## config.mk

```make
export PLATFORM = sky130hd
export DESIGN_NAME = sbg_stack_guard
export DESIGN_NICKNAME = d
export VERILOG_FILES = /design/src/rtl/sbg_pkg.sv /design/src/rtl/sbg_ram_guard.sv /design/src/rtl/sbg_stack_guard.sv
export SDC_FILE = /design/constraint.sdc
export NUM_CORES = 1
export LEC_CHECK = 0
export ABC_AREA = 1
export ABC_CLOCK_PERIOD_IN_PS = 2700
export BUFFER_PORTS_ARGS = -buffer_cell sky130_fd_sc_hd__buf_2
export CORE_UTILIZATION = 51
export DETAILED_ROUTE_END_ITERATION = 6
export PLACE_DENSITY = 0.84
export SKIP_LAST_GASP = 1
export SYNTH_ARGS = -nofsm -noshare
export SYNTH_HDL_FRONTEND = slang
export SYNTH_SLANG_ARGS = --single-unit
```

## constraint.sdc

```tcl
create_clock -name mclk_i -period 2.7 [get_ports mclk_i]
set_input_delay 0.54 -clock mclk_i [delete_from_list [all_inputs] [get_ports mclk_i]]
set_output_delay 0.54 -clock mclk_i [all_outputs]
set_load 0.02 [all_outputs]
```

## src/rtl/sbg_pkg.sv

```systemverilog
// Shared constants and types for the stack bounds checker and secure RAM guard.
package sbg_pkg;

    // ------------------------------------------------------------------
    // Data path widths
    // ------------------------------------------------------------------
    localparam int unsigned SBG_AW = 16;
    localparam int unsigned SBG_PC_HI_W = 7;
    localparam int unsigned SBG_SRL_W = 8;

    // ------------------------------------------------------------------
    // Stack pointer constants
    // ------------------------------------------------------------------
    // Addresses below this word belong to peripheral register space.
    localparam logic [15:0] SBG_SP_LOWER_BOUND = 16'h0800;
    localparam logic [15:0] SBG_SP_RESET_VAL = 16'h0800;
    localparam logic [15:0] SBG_WORD_STEP = 16'h0002;

    // ------------------------------------------------------------------
    // Secure RAM segments
    // ------------------------------------------------------------------
    localparam int unsigned SBG_SEG_N = 2;
    localparam int unsigned SBG_SEG_BOOT = 0;
    localparam int unsigned SBG_SEG_SECURE = 1;

    // ------------------------------------------------------------------
    // Kinds of word pushed onto the stack
    // ------------------------------------------------------------------
    typedef enum logic [1:0] {
        SBG_PUSH_DATA = 2'b00,
        SBG_PUSH_CALL = 2'b01,
        SBG_PUSH_EXC = 2'b11
    } sbg_push_type;

endpackage : sbg_pkg

```

## src/rtl/sbg_ram_guard.sv

```systemverilog
// Secure RAM segment access filter, one check per protected segment.
`timescale 1ns/1ps

module sbg_ram_guard
    import sbg_pkg::*;
(
    // Access being checked
    input wire logic req_i,
    input wire logic [15:0] addr_i,
    // Per-segment controls, bit index is the segment number
    input wire logic [SBG_SEG_N-1:0] seg_en_i,
    input wire logic [SBG_SEG_N-1:0] code_in_seg_i,
    input wire logic [SBG_SEG_N-1:0][15:0] seg_lo_i,
    input wire logic [SBG_SEG_N-1:0][15:0] seg_hi_i,
    // Verdict
    output logic blocked_o
);

    logic [SBG_SEG_N-1:0] seg_hit;

    // ------------------------------------------------------------------
    // Per-segment ownership check
    // ------------------------------------------------------------------
    genvar g;
    generate
        for (g = 0; g < SBG_SEG_N; g = g + 1) begin : g_seg
            // RL11: RL12: owner code only.
            // A segment blocks only while enabled and only code running from its own flash segment passes.
            assign seg_hit[g] = seg_en_i[g] && !code_in_seg_i[g] &&
                                (addr_i >= seg_lo_i[g]) && (addr_i <= seg_hi_i[g]);
        end
    endgenerate

    assign blocked_o = req_i && (|seg_hit);

endmodule : sbg_ram_guard

```

## src/rtl/sbg_stack_guard.sv

```systemverilog
// Stack pointer, stack limit checking and secure RAM guard for a 16-bit core.
// Function
// RL1: Working register serves as stack pointer, next free.
// RL2: Stack grows upward; push post-increments, pop pre-decrements.
// RL3: Call pushes program counter with MSB cleared.
// RL4: Exception push puts status low byte in MSB.
// RL5: Stack limit register is never reset.
// RL6: Stack limit bit zero always zero.
// RL7: Every stack pointer address compared against limit.
// RL8: Push at limit is fine; next one traps.
// RL9: Address below lower bound raises underflow trap.
// RL10: Core avoids stack read right after limit write.
// RL11: Boot secure RAM only for boot flash code.
// RL12: Secure RAM only for secure flash code.
// RL13: Trap is one-cycle pulse with the comparison.
`timescale 1ns/1ps

module sbg_stack_guard
    import sbg_pkg::*;
(
    // Clock and reset
    input wire logic mclk_i,
    input wire logic rst_i,
    // Direct stack pointer write from the core
    input wire logic sp_wr_i,
    input wire logic [15:0] sp_wdata_i,
    // Stack limit write from the core
    input wire logic limit_wr_i,
    input wire logic [15:0] limit_wdata_i,
    // Push and pop requests
    input wire logic push_i,
    input wire sbg_push_type push_sel_i,
    input wire logic [15:0] push_data_i,
    input wire logic [SBG_PC_HI_W-1:0] pc_hi_i,
    input wire logic [SBG_SRL_W-1:0] status_low_byte_i,
    input wire logic pop_i,
    // Other effective addresses formed from the stack pointer
    input wire logic ea_sp_i,
    input wire logic [15:0] ea_i,
    // Data access to be filtered by the secure RAM guard
    input wire logic data_req_i,
    input wire logic [15:0] data_addr_i,
    input wire logic code_in_boot_i,
    input wire logic code_in_secure_i,
    input wire logic boot_secure_ram_segment_en_i,
    input wire logic secure_segment_ram_en_i,
    input wire logic [15:0] boot_seg_lo_i,
    input wire logic [15:0] boot_seg_hi_i,
    input wire logic [15:0] secure_seg_lo_i,
    input wire logic [15:0] secure_seg_hi_i,
    // Stack memory access
    output logic mem_wr_o,
    output logic mem_rd_o,
    output logic [15:0] mem_addr_o,
    output logic [15:0] mem_wdata_o,
    output logic [15:0] sp_o,
    // Trap requests to the exception logic
    output logic stack_trap_o,
    output logic stack_ovf_o,
    output logic stack_unf_o,
    // Data access verdict
    output logic data_grant_o,
    output logic data_block_o
);

    // ------------------------------------------------------------------
    // State
    // ------------------------------------------------------------------
    logic [15:0] stack_pointer_working_reg_r, stack_pointer_working_reg_nxt;
    logic [15:1] stack_limit_reg_r, stack_limit_reg_nxt;
    logic [15:0] limit_val;
    logic mem_wr_r, mem_wr_nxt;
    logic mem_rd_r, mem_rd_nxt;
    logic [15:0] mem_addr_r, mem_addr_nxt;
    logic [15:0] mem_wdata_r, mem_wdata_nxt;
    logic trap_r, trap_nxt;
    logic ovf_r, ovf_nxt;
    logic unf_r, unf_nxt;
    logic grant_r, grant_nxt;
    logic block_r, block_nxt;
    logic guard_blocked;
    logic chk_en;
    logic [15:0] chk_ea;
    logic [15:0] push_word;

    // RL6: limit forced aligned.
    assign limit_val = {stack_limit_reg_r, 1'b0};

    // ------------------------------------------------------------------
    // Secure RAM guard
    // ------------------------------------------------------------------
    sbg_ram_guard u_guard (
        .req_i(data_req_i),
        .addr_i(data_addr_i),
        .seg_en_i({secure_segment_ram_en_i, boot_secure_ram_segment_en_i}),
        .code_in_seg_i({code_in_secure_i, code_in_boot_i}),
        .seg_lo_i({secure_seg_lo_i, boot_seg_lo_i}),
        .seg_hi_i({secure_seg_hi_i, boot_seg_hi_i}),
        .blocked_o(guard_blocked)
    );

    // ------------------------------------------------------------------
    // Next-state logic
    // ------------------------------------------------------------------
    always_comb begin
        stack_pointer_working_reg_nxt = stack_pointer_working_reg_r;
        mem_wr_nxt = 1'b0;
        mem_rd_nxt = 1'b0;
        mem_addr_nxt = mem_addr_r;
        mem_wdata_nxt = mem_wdata_r;
        chk_en = 1'b0;
        chk_ea = stack_pointer_working_reg_r;
        ovf_nxt = 1'b0;
        unf_nxt = 1'b0;
        // RL5: RL6: limit keeps only bits above zero.
        stack_limit_reg_nxt = limit_wr_i ? limit_wdata_i[15:1] : stack_limit_reg_r;
        case (push_sel_i)
            // RL3: call clears MSB.
            SBG_PUSH_CALL: push_word = {9'h000, pc_hi_i};
            // RL4: exception inserts status byte.
            SBG_PUSH_EXC: push_word = {status_low_byte_i, 1'b0, pc_hi_i};
            default: push_word = push_data_i;
        endcase
        // A direct pointer write wins over any stack operation in the same cycle.
        if (sp_wr_i) begin
            stack_pointer_working_reg_nxt = {sp_wdata_i[15:1], 1'b0};
        end else if (push_i) begin
            // RL1: RL2: store then increment.
            mem_wr_nxt = 1'b1;
            mem_addr_nxt = stack_pointer_working_reg_r;
            mem_wdata_nxt = push_word;
            stack_pointer_working_reg_nxt = stack_pointer_working_reg_r + SBG_WORD_STEP;
            chk_en = 1'b1;
            chk_ea = stack_pointer_working_reg_r;
        end else if (pop_i) begin
            // RL2: decrement then read.
            mem_rd_nxt = 1'b1;
            mem_addr_nxt = stack_pointer_working_reg_r - SBG_WORD_STEP;
            stack_pointer_working_reg_nxt = stack_pointer_working_reg_r - SBG_WORD_STEP;
            chk_en = 1'b1;
            chk_ea = stack_pointer_working_reg_r - SBG_WORD_STEP;
        end else if (ea_sp_i) begin
            chk_en = 1'b1;
            chk_ea = ea_i;
        end
        // RL7: RL8: compare against limit.
        // The limit itself is a legal slot, so only an address past it overflows.
        if (chk_en) begin
            ovf_nxt = chk_ea > limit_val;
            // RL9: below lower bound.
            unf_nxt = chk_ea < SBG_SP_LOWER_BOUND;
        end
        // RL13: one-cycle trap request.
        trap_nxt = ovf_nxt || unf_nxt;
        grant_nxt = data_req_i && !guard_blocked;
        block_nxt = guard_blocked;
    end

    // ------------------------------------------------------------------
    // Registers
    // ------------------------------------------------------------------
    // RL5: no reset on the limit.
    // Software must write the limit before relying on overflow traps.
    always_ff @(posedge mclk_i) begin
        stack_limit_reg_r <= stack_limit_reg_nxt;
    end

    always_ff @(posedge mclk_i or posedge rst_i) begin
        if (rst_i) begin
            stack_pointer_working_reg_r <= SBG_SP_RESET_VAL;
            mem_wr_r <= 1'b0;
            mem_rd_r <= 1'b0;
            mem_addr_r <= 16'h0000;
            mem_wdata_r <= 16'h0000;
            trap_r <= 1'b0;
            ovf_r <= 1'b0;
            unf_r <= 1'b0;
            grant_r <= 1'b0;
            block_r <= 1'b0;
        end else begin
            stack_pointer_working_reg_r <= stack_pointer_working_reg_nxt;
            mem_wr_r <= mem_wr_nxt;
            mem_rd_r <= mem_rd_nxt;
            mem_addr_r <= mem_addr_nxt;
            mem_wdata_r <= mem_wdata_nxt;
            trap_r <= trap_nxt;
            ovf_r <= ovf_nxt;
            unf_r <= unf_nxt;
            grant_r <= grant_nxt;
            block_r <= block_nxt;
        end
    end

    assign mem_wr_o = mem_wr_r;
    assign mem_rd_o = mem_rd_r;
    assign mem_addr_o = mem_addr_r;
    assign mem_wdata_o = mem_wdata_r;
    assign sp_o = stack_pointer_working_reg_r;
    assign stack_trap_o = trap_r;
    assign stack_ovf_o = ovf_r;
    assign stack_unf_o = unf_r;
    assign data_grant_o = grant_r;
    assign data_block_o = block_r;

    // ------------------------------------------------------------------
    // Checks
    // ------------------------------------------------------------------
    chk_push_store: assert property ( // RL1
        @(posedge mclk_i) disable iff (rst_i)
        (push_i && !sp_wr_i) |=> (mem_wr_o && !mem_rd_o && mem_addr_o == $past(sp_o)))
        else $error("push did not store at the free word");

    chk_push_incr: assert property ( // RL2
        @(posedge mclk_i) disable iff (rst_i)
        (push_i && !sp_wr_i) |=> (sp_o == $past(sp_o) + SBG_WORD_STEP))
        else $error("push did not advance the pointer by one word");

    chk_pop_decr: assert property ( // RL2
        @(posedge mclk_i) disable iff (rst_i)
        (pop_i && !push_i && !sp_wr_i) |=> (mem_rd_o && sp_o == mem_addr_o &&
                                             sp_o == $past(sp_o) - SBG_WORD_STEP))
        else $error("pop did not pre-decrement and read");

    chk_call_msb: assert property ( // RL3
        @(posedge mclk_i) disable iff (rst_i)
        (push_i && !sp_wr_i && push_sel_i == SBG_PUSH_CALL) |=> (mem_wdata_o[15:7] == 9'h000))
        else $error("call push left upper bits set");

    chk_exc_status: assert property ( // RL4
        @(posedge mclk_i) disable iff (rst_i)
        (push_i && !sp_wr_i && push_sel_i == SBG_PUSH_EXC) |=>
        (mem_wdata_o[15:8] == $past(status_low_byte_i) && mem_wdata_o[6:0] == $past(pc_hi_i)))
        else $error("exception push lost the status byte");

    chk_limit_align: assert property ( // RL6
        @(posedge mclk_i) disable iff (rst_i)
        limit_wr_i |=> (limit_val == {$past(limit_wdata_i[15:1]), 1'b0}))
        else $error("stack limit not word aligned");

    chk_ea_ovf: assert property ( // RL7
        @(posedge mclk_i) disable iff (rst_i)
        (ea_sp_i && !push_i && !pop_i && !sp_wr_i && !limit_wr_i && ea_i > limit_val) |=>
        (stack_ovf_o && stack_trap_o))
        else $error("address past the limit did not trap");

    chk_limit_edge: assert property ( // RL8
        @(posedge mclk_i) disable iff (rst_i)
        (push_i && !sp_wr_i && sp_o == limit_val && sp_o >= SBG_SP_LOWER_BOUND) |=>
        (!stack_trap_o ##1 1'b1))
        else $error("push at the limit trapped");

    chk_limit_next: assert property ( // RL8
        @(posedge mclk_i) disable iff (rst_i)
        (push_i && !sp_wr_i && !limit_wr_i && sp_o == limit_val &&
         limit_val != 16'hFFFE && sp_o >= SBG_SP_LOWER_BOUND) ##1
        (push_i && !sp_wr_i) |=> (stack_trap_o && stack_ovf_o))
        else $error("second push past the limit did not trap");

    chk_underflow: assert property ( // RL9
        @(posedge mclk_i) disable iff (rst_i)
        (ea_sp_i && !push_i && !pop_i && !sp_wr_i && ea_i < SBG_SP_LOWER_BOUND) |=>
        (stack_unf_o && stack_trap_o))
        else $error("address below the lower bound did not trap");

    chk_trap_cause: assert property ( // RL13
        @(posedge mclk_i) disable iff (rst_i)
        !(push_i || pop_i || ea_sp_i) |=> !stack_trap_o)
        else $error("trap raised without a comparison");

    chk_boot_block: assert property ( // RL11
        @(posedge mclk_i) disable iff (rst_i)
        (data_req_i && boot_secure_ram_segment_en_i && !code_in_boot_i &&
         data_addr_i >= boot_seg_lo_i && data_addr_i <= boot_seg_hi_i) |=>
        (data_block_o && !data_grant_o))
        else $error("boot secure RAM reached by foreign code");

    chk_secure_block: assert property ( // RL12
        @(posedge mclk_i) disable iff (rst_i)
        (data_req_i && secure_segment_ram_en_i && !code_in_secure_i &&
         data_addr_i >= secure_seg_lo_i && data_addr_i <= secure_seg_hi_i) |=>
        (data_block_o && !data_grant_o))
        else $error("secure RAM reached by foreign code");

endmodule : sbg_stack_guard

```

==> summary.md, run 1 <==
| Metric | Value |
|---|---|
| Post-route ant nets | 0 |
| GPL Wtd Cong | 0.923 |
| Clk_lat worst skew | 0.33 ns |
| Die Span Y | 111 um |
| Syn Area/Cell | 7.17 sq um |
| Hold Buf Count CTS | 0 |
| Met1 Track Usage GR | 37.1% |
| Final Cycle Share | 93.2% |
| Area after DPL | 7430 sq um |
| TritonRoute pass-1 iters | 7 |
| Cell area after synthesis | 6080 sq um |
| Setup crit end kind | register |
| CTS root buf | clkbuf_16 |
| Final Util | 68.1% |
| Post-synth cell types | 50 |
| Initial drt markers | 478 |
| Inst Count DP | 1,214 |
| Critical path origin | sp_o[2] |
| Yosys reg bits | 68 |
| M3 GR Usage | 5.74% |
| Grt total ovfl | 0 |
| GR peak layer | met2 |
| Num CTS Buffers | 9 |
| Post-Synthesis Cells | 848 |
| Internal power | 2.53 mW |
| Setup CP Type | reg -> reg |
| Total of max-cap violations | 0 |
| Vias in the first global route | 6,211 |
| Final Instance Area | 7840 sq um |
| Switch share | 34.6% |
| Vias post-DR | 6,460 |
| FP Rows | 39 |
| Critical Path End | stack_trap_o |
| Worst R2R End | stack_trap_o |
| Peak VDD IR | 0.000321 V |
| Routed WL per cell | 13.8 um |
| DRC viols | 18 |
| Static Leak | 4.40 nW |
| H-tree Lvls | 3 |
| # port buffers | 223 |
| Failing checks | design-rule violations |
| Flop pwr share | 33.2% |
| Final total power | 3.86 mW |
| P per Cell Area | 493 nW/um^2 |
| Hpwl dp | 13,900 um |
| Final cell count without fillers | 1,237 |
| Die Span X | 111 um |
| Worst setup SP type | register |
| Sequential-to-total area share from yosys stat | 29.2% |
| Warnings from Yosys | 0 |
| Clock share of power | 32.2% |
| Worst Path Arrival | 2.73 ns |
| Final Hold Fails | 0 |
| Layout cell share with drive strength beyond 1 | 29.8% |
| Routed wire length | 17,000 um |
| Min-delay worst type | in -> async |
| Max-slew violations | 0 |
| Period minus WS final | 2.52 ns |
| Final setup vio count | 0 |
| Least-Margin Pin Slew | 0.698 ns |
| Nets | 1,341 |
| CP max FO | 5 |
| RR Startpoint | sp_o[2] |
| Combinational Power Share | 34.6% |
| Worst R2R Path Depth | 13 |
| TritonCTS Sinks | 68 |
| Highest clock rate | 0.397 GHz |
| Setup WS pre-CTS | 0.0929 ns |
| Slew headroom | 53.4% |
| First-pass GRT wire length | 28,600 um |
| Net switching power | 1.34 mW |
| Area growth syn-to-layout | 29.0% |
| Worst R2R Setup Slack | 0.18 ns |
| GR Layer Usage met2 | 47.6% |
| Req. time, crit path | 2.92 ns |
| Clk slew on worst S/H paths | 0.06 ns |
| Bufs on Longest Clock Path | 2 |
| Status | finished with violations |
| Total core area | 11,500 sq um |
| Vias per inst | 5.22 |
| CTS tree | built |
| Area of the die | 12,400 sq um |
| I/O Pins | 228 |
| Final WS setup | 0.183 ns |
| Total GRT Usage | 28.6% |
| Initial cell density of the core | 52.8% |
| Initial antenna violation count | 2 |
| Largest net degree at the start of global routing | 28 |
| Worst Skew | 0.00630 ns |
## how the worst min path moves through the flow
| stage | startpoint | to | slack, ns |
|---|---|---|---|
| after global placement | mem_addr_o[9] | mem_addr_o[9] | 0.46 |
| final | rst_i | sp_o[12] | 0.29 |
| after CTS | rst_i | sp_o[12] | 0.30 |
| after detailed placement | mem_addr_o[13] | mem_addr_o[13] | 0.46 |
| after floorplan | mem_addr_o[4] | mem_addr_o[4] | 0.59 |
| after global routing | rst_i | mem_addr_o[12] | 0.33 |
## per-layer routing
layer | part of all wire (%) | wire [um] | vias up
met5 | 0 | 0 | -
met4 | 2.5 | 419 | 0
met3 | 8.2 | 1400 | 40
met2 | 48 | 8090 | 289
met1 | 42 | 7130 | 2883
li1 | - | - | 3248
## sequential cells by signal, summed over array words and instances, names as in the netlist, 15 cells and up
register           cells
sp_o                  15
mem_addr_o            15
mem_wdata_o           16
stack_limit_reg_r     15
## kinds of logic after synthesis
logic type                 Yosys count  share of synthesized area, %
DFF                                 68                          29.2
other                                1                        0.0617
and+or+nand+nor                    338                          24.2
AOI/OAI and AO/OA                  181                          17.1
xor gates and xnor gates             9                          1.30
buffers and inverters              170                          11.4
adders and majority gates           81                          16.7
## Yosys cell counts (all sizes together)
| master | count | area (sq um) |
|---|---|---|
| o221ai | 4 | 35.0 |
| a31oi | 3 | 18.8 |
| nor3b | 1 | 7.51 |
| o21a | 3 | 22.5 |
| edfxtp | 15 | 450 |
| conb | 1 | 3.75 |
| nand4 | 8 | 56.3 |
| a21oi | 68 | 352 |
| dfrtp | 52 | 1300 |
| a22oi | 6 | 45.0 |
| ha | 81 | 1010 |
| nor2 | 83 | 383 |
| clkinv | 2 | 7.51 |
| inv | 140 | 526 |
| a221oi | 1 | 8.76 |
| o21bai | 7 | 56.3 |
| a221o | 1 | 10.0 |
| xor2 | 8 | 70.1 |
| o22ai | 4 | 31.3 |
| a32o | 1 | 10.0 |
| o211ai | 10 | 75.1 |
| dfstp | 1 | 26.3 |
| nand3 | 34 | 185 |
| nand2b | 1 | 6.26 |
| o21ai | 72 | 364 |
| buf | 17 | 118 |
| a22o | 1 | 8.76 |
| clkbuf | 11 | 43.8 |
| xnor2 | 1 | 8.76 |
| and2 | 1 | 6.26 |
| nand2 | 201 | 774 |
| nor3 | 9 | 55.1 |
## cell type report
cell class              instances  area, sq um
repair buffers                255         1370
clock inverters                 3         42.5
inverters                     142          533
clock buffers                  13          282
well taps                     143          179
multi-input cells             611         3650
fillers                       988         3670
flip-flops and latches         68         1780
diodes                          2         5.00
## critical path, stage by stage, from the launching register on
cell and delay (ns):
dfrtp_1 0.39, buf_4 0.16, nor2_2 0.14, nand2_2 0.09, nor2_4 0.16, buf_4 0.14, xor2_1 0.17, o21ai_0 0.10
a22oi_1 0.24, ha_1 0.30, nand4_1 0.11, o21bai_1 0.13, a21oi_2 0.09, o21bai_2 0.19
## placed cells by master (no fill, tap or decap), types with 4 or more instances in the layout
| cell type | n |
|---|---|
| buf_2 | 223 |
| nand2_1 | 195 |
| inv_1 | 128 |
| ha_1 | 80 |
| nor2_1 | 67 |
| a21oi_1 | 64 |
| o21ai_0 | 59 |
| dfrtp_1 | 47 |
| nand3_1 | 31 |
| buf_4 | 31 |
| edfxtp_1 | 15 |
| inv_2 | 12 |
| o21ai_1 | 12 |
| nor2_2 | 10 |
| o211ai_1 | 10 |
| clkbuf_16 | 10 |
| xor2_1 | 7 |
| nor3_1 | 7 |
| nand4_1 | 7 |
| a22oi_1 | 6 |
| o21bai_1 | 6 |
| nor2_4 | 5 |
| dfrtp_2 | 5 |
| nand2_2 | 4 |
| o221ai_1 | 4 |
| a21oi_2 | 4 |
## through the flow
step	TNS, ns	hold slack (ns)
3_5_place_dp	0	0.465
6_report	0	0.287
2_1_floorplan	0	0.589
5_1_grt	-0.0219	0.329
3_3_place_gp	0	0.456
4_1_cts	0	0.299
## power groups by stage
stage	clock, mW	combinational (mW)	sequential, mW
floorplan	0	0.689	1.42
global placement	0	1.27	1.29
global route	1.31	1.50	1.30
CTS	1.27	1.31	1.28
finish	1.24	1.34	1.28
detailed placement	0	1.30	1.29
## repair_timing
| item | 4_1_cts | 5_1_grt |
|---|---|---|
| endpoints found under the hold margin | 0 | 0 |
| resized for setup | 0 | 14 |
| buffers inserted | 0 | 5 |
| setup endpoints to repair | 0 | 2 |
Note: power is estimated with default switching activity, not from simulation.
==> run 2: changes to the inputs <==
--- a/config.mk
+++ b/config.mk
@@ -8,7 +8,9 @@
 export ABC_AREA = 1
 export ABC_CLOCK_PERIOD_IN_PS = 2700
 export BUFFER_PORTS_ARGS = -buffer_cell sky130_fd_sc_hd__buf_2
-export CORE_UTILIZATION = 51
+export CELL_PAD_IN_SITES_DETAIL_PLACEMENT = 2
+export CELL_PAD_IN_SITES_GLOBAL_PLACEMENT = 2
+export CORE_UTILIZATION = 27
 export DETAILED_ROUTE_END_ITERATION = 6
 export PLACE_DENSITY = 0.84
 export SKIP_LAST_GASP = 1
==> run 2 against run 1 <==
Compared with the run above:
- the run still ends with design-rule violations left
- final cell count increased by 13%
- count of clock-buffer cells in the layout decreased by 3
- die area increased by 87%
- flip-flop and latch count unchanged
- combinational power increased by 15%
- non-clock buffer count increased by 18
- wire length increased by 52%
- design area increased by 5.4%
- sequential power about the same
- via count increased by 5.3%
- fmax decreased by 5.2%
- global-route usage decreased by 6.7 points
- critical endpoint unchanged
- largest power group unchanged
==> summary.md, run 2 (synthesis gave the netlist of run 1 again) <==
| Metric | Value |
|---|---|
| Status | finished with violations |
| Failing checks | design-rule violations |
| Setup crit end kind | register |
| Setup CP Type | reg -> reg |
| Combinational Power Share | 37.2% |
| Die Span X | 152 um |
| Period minus WS final | 2.66 ns |
| Crit path cell chain | inv_2, ha_4, nand2_4, nor2_4, nand2_1, nand2_2, nand3_1, nand2_1, nand2_1, nand2_1, inv_1, ha_1, nand2_1, nor2_2, nand4_1, o21bai_4, a21oi_2, o21bai_4 |
| Worst Skew | 0.00947 ns |
| Worst R2R Setup Slack | 0.04 ns |
| M1 WL | 10,600 um |
| Worst R2R Path Depth | 18 |
| Worst setup SP type | register |
| Crit path buffers/inverters | 2 |
| I/O Pins | 228 |
| Internal power | 2.55 mW |
| Hpwl dp | 20,900 um |
| Worst R2R End | stack_trap_o |
| Most common cell after layout, fill and taps aside | buf_2 |
| Vias per inst | 4.89 |
| Die Span Y | 152 um |
| Bufs on Longest Clock Path | 2 |
| Initial drt markers | 242 |
| Req. time, crit path | 2.97 ns |
| CTS tree | built |
| Nets | 1,359 |
| Most frequent CP cell | nand2_1 |
| Flop pwr share | 31.0% |
| Switch share | 38.4% |
| CP delay by family, top | simple AND/OR/NAND/NOR gates |
| FP Rows | 54 |
| Total of max-cap violations | 0 |
| Hold_ws | 0.188 ns |
| H-tree Lvls | 3 |
| Inst Count DP | 1,364 |
| Initial antenna violation count | 3 |
| Routed wire length | 25,900 um |
| Area of the die | 23,100 sq um |
| # port buffers | 223 |
| Layout cell share with drive strength beyond 1 | 33.1% |
| Post-route ant nets | 0 |
| Final Util | 37.6% |
| Area after DPL | 7700 sq um |
| Least-Margin Pin Slew | 0.574 ns |
| Final Cycle Share | 98.4% |
| Peak VDD IR | 0.000308 V |
| Final WS setup | 0.0436 ns |
| TritonRoute pass-1 iters | 6 |
| CP max FO | 3 |
| Final Instance Area | 8270 sq um |
| Min-delay worst type | in -> async |
| Total GRT Usage | 22.0% |
| Grt total ovfl | 0 |
| Highest clock rate | 0.376 GHz |
| Final cell count without fillers | 1,392 |
| Final setup vio count | 0 |
| Worst Path Arrival | 2.93 ns |
| Most frequent cells in the layout | buf_2, nand2_1, inv_1, ha_1 |
| Clk slew on worst S/H paths | 0.07 ns |
| Critical path origin | sp_o[1] |
| Met2 wire length | 13,300 um |
| Clock share of power | 31.8% |
| Stages on worst setup path | 18 |
| P per Cell Area | 501 nW/um^2 |
| Largest net degree at the start of global routing | 27 |
| Slowest-stage cell, CP | dfrtp_1 |
| Vias in the first global route | 7,602 |
| Area growth syn-to-layout | 36.0% |
| Max-slew violations | 0 |
| TritonCTS Sinks | 68 |
| RR Startpoint | sp_o[1] |
| DR top layer | met5 |
| Clk_lat worst skew | 0.35 ns |
| Initial cell density of the core | 27.7% |
| Final Hold Fails | 0 |
| First-pass GRT wire length | 39,700 um |
| Setup WS pre-CTS | -0.0583 ns |
| Routed WL per cell | 18.6 um |
| Net switching power | 1.59 mW |
| Slew headroom | 61.7% |
| Hold Buf Count CTS | 0 |
| CTS root buf | clkbuf_16 |
| Max FFs per register | 16 |
| DR WL met3 | 1300 um |
| Vias post-DR | 6,800 |
| GPL Wtd Cong | 0.866 |
| Total core area | 22,000 sq um |
| Crit path largest cell delay | 0.43 ns |
| Num CTS Buffers | 9 |
| Static Leak | 4.48 nW |
| Fillers | 2,646 |
| DRC viols | 28 |
[run 2: area by class of cell]
cell class / instances / area [sq um] / share of cell area, %
Tap cell: 280 / 350 / 4.24
Clock inverter: 6 / 68.8 / 0.832
Timing Repair Buffer: 273 / 1510 / 18.2
Clock buffer: 10 / 250 / 3.03
Antenna cell: 2 / 5.00 / 0.0605
Inverter: 142 / 533 / 6.45
Multi-Input combinational cell: 611 / 3770 / 45.6
Sequential cell: 68 / 1790 / 21.6
[run 2: worst max path at each step]
stage	endpoint	slack, ns
3_3_place_gp	stack_trap_o	0.06
4_1_cts	stack_trap_o	0.007
5_1_grt	stack_trap_o	-0.12
2_1_floorplan	stack_trap_o	0.14
6_report	stack_trap_o	0.04
3_5_place_dp	stack_trap_o	-0.06
[run 2: what timing repair did]
| action | in CTS | in global routing |
|---|---|---|
| gates cloned | 0 | 0 |
| pin swaps | 1 | 13 |
| setup endpoints to repair | 2 | 2 |
| resized for setup | 5 | 42 |
| buffers inserted | 2 | 8 |
[run 2: metal layers]
layer  track usage [%]  vias to the layer above
met5                 0                        -
met4              6.95                        4
met3              5.16                       41
met2              40.4                      168
met1              25.0                     3308
li1                  -                     3279
[run 2: per-stage QoR]
stage	total power, mW	setup TNS, ns
2_1_floorplan	2.11	0
3_3_place_gp	2.67	0
3_5_place_dp	2.74	-0.0583
4_1_cts	4.09	0
5_1_grt	4.38	-0.219
6_report	4.14	0
[run 2: power by group through the flow]
| stage | logic, mW | registers [mW] | clock network [mW] |
|---|---|---|---|
| after CTS | 1.47 | 1.28 | 1.33 |
| final | 1.54 | 1.29 | 1.32 |
| after global routing | 1.70 | 1.30 | 1.38 |
| after floorplan | 0.689 | 1.42 | 0 |
| after detailed placement | 1.45 | 1.29 | 0 |
| after global placement | 1.38 | 1.29 | 0 |
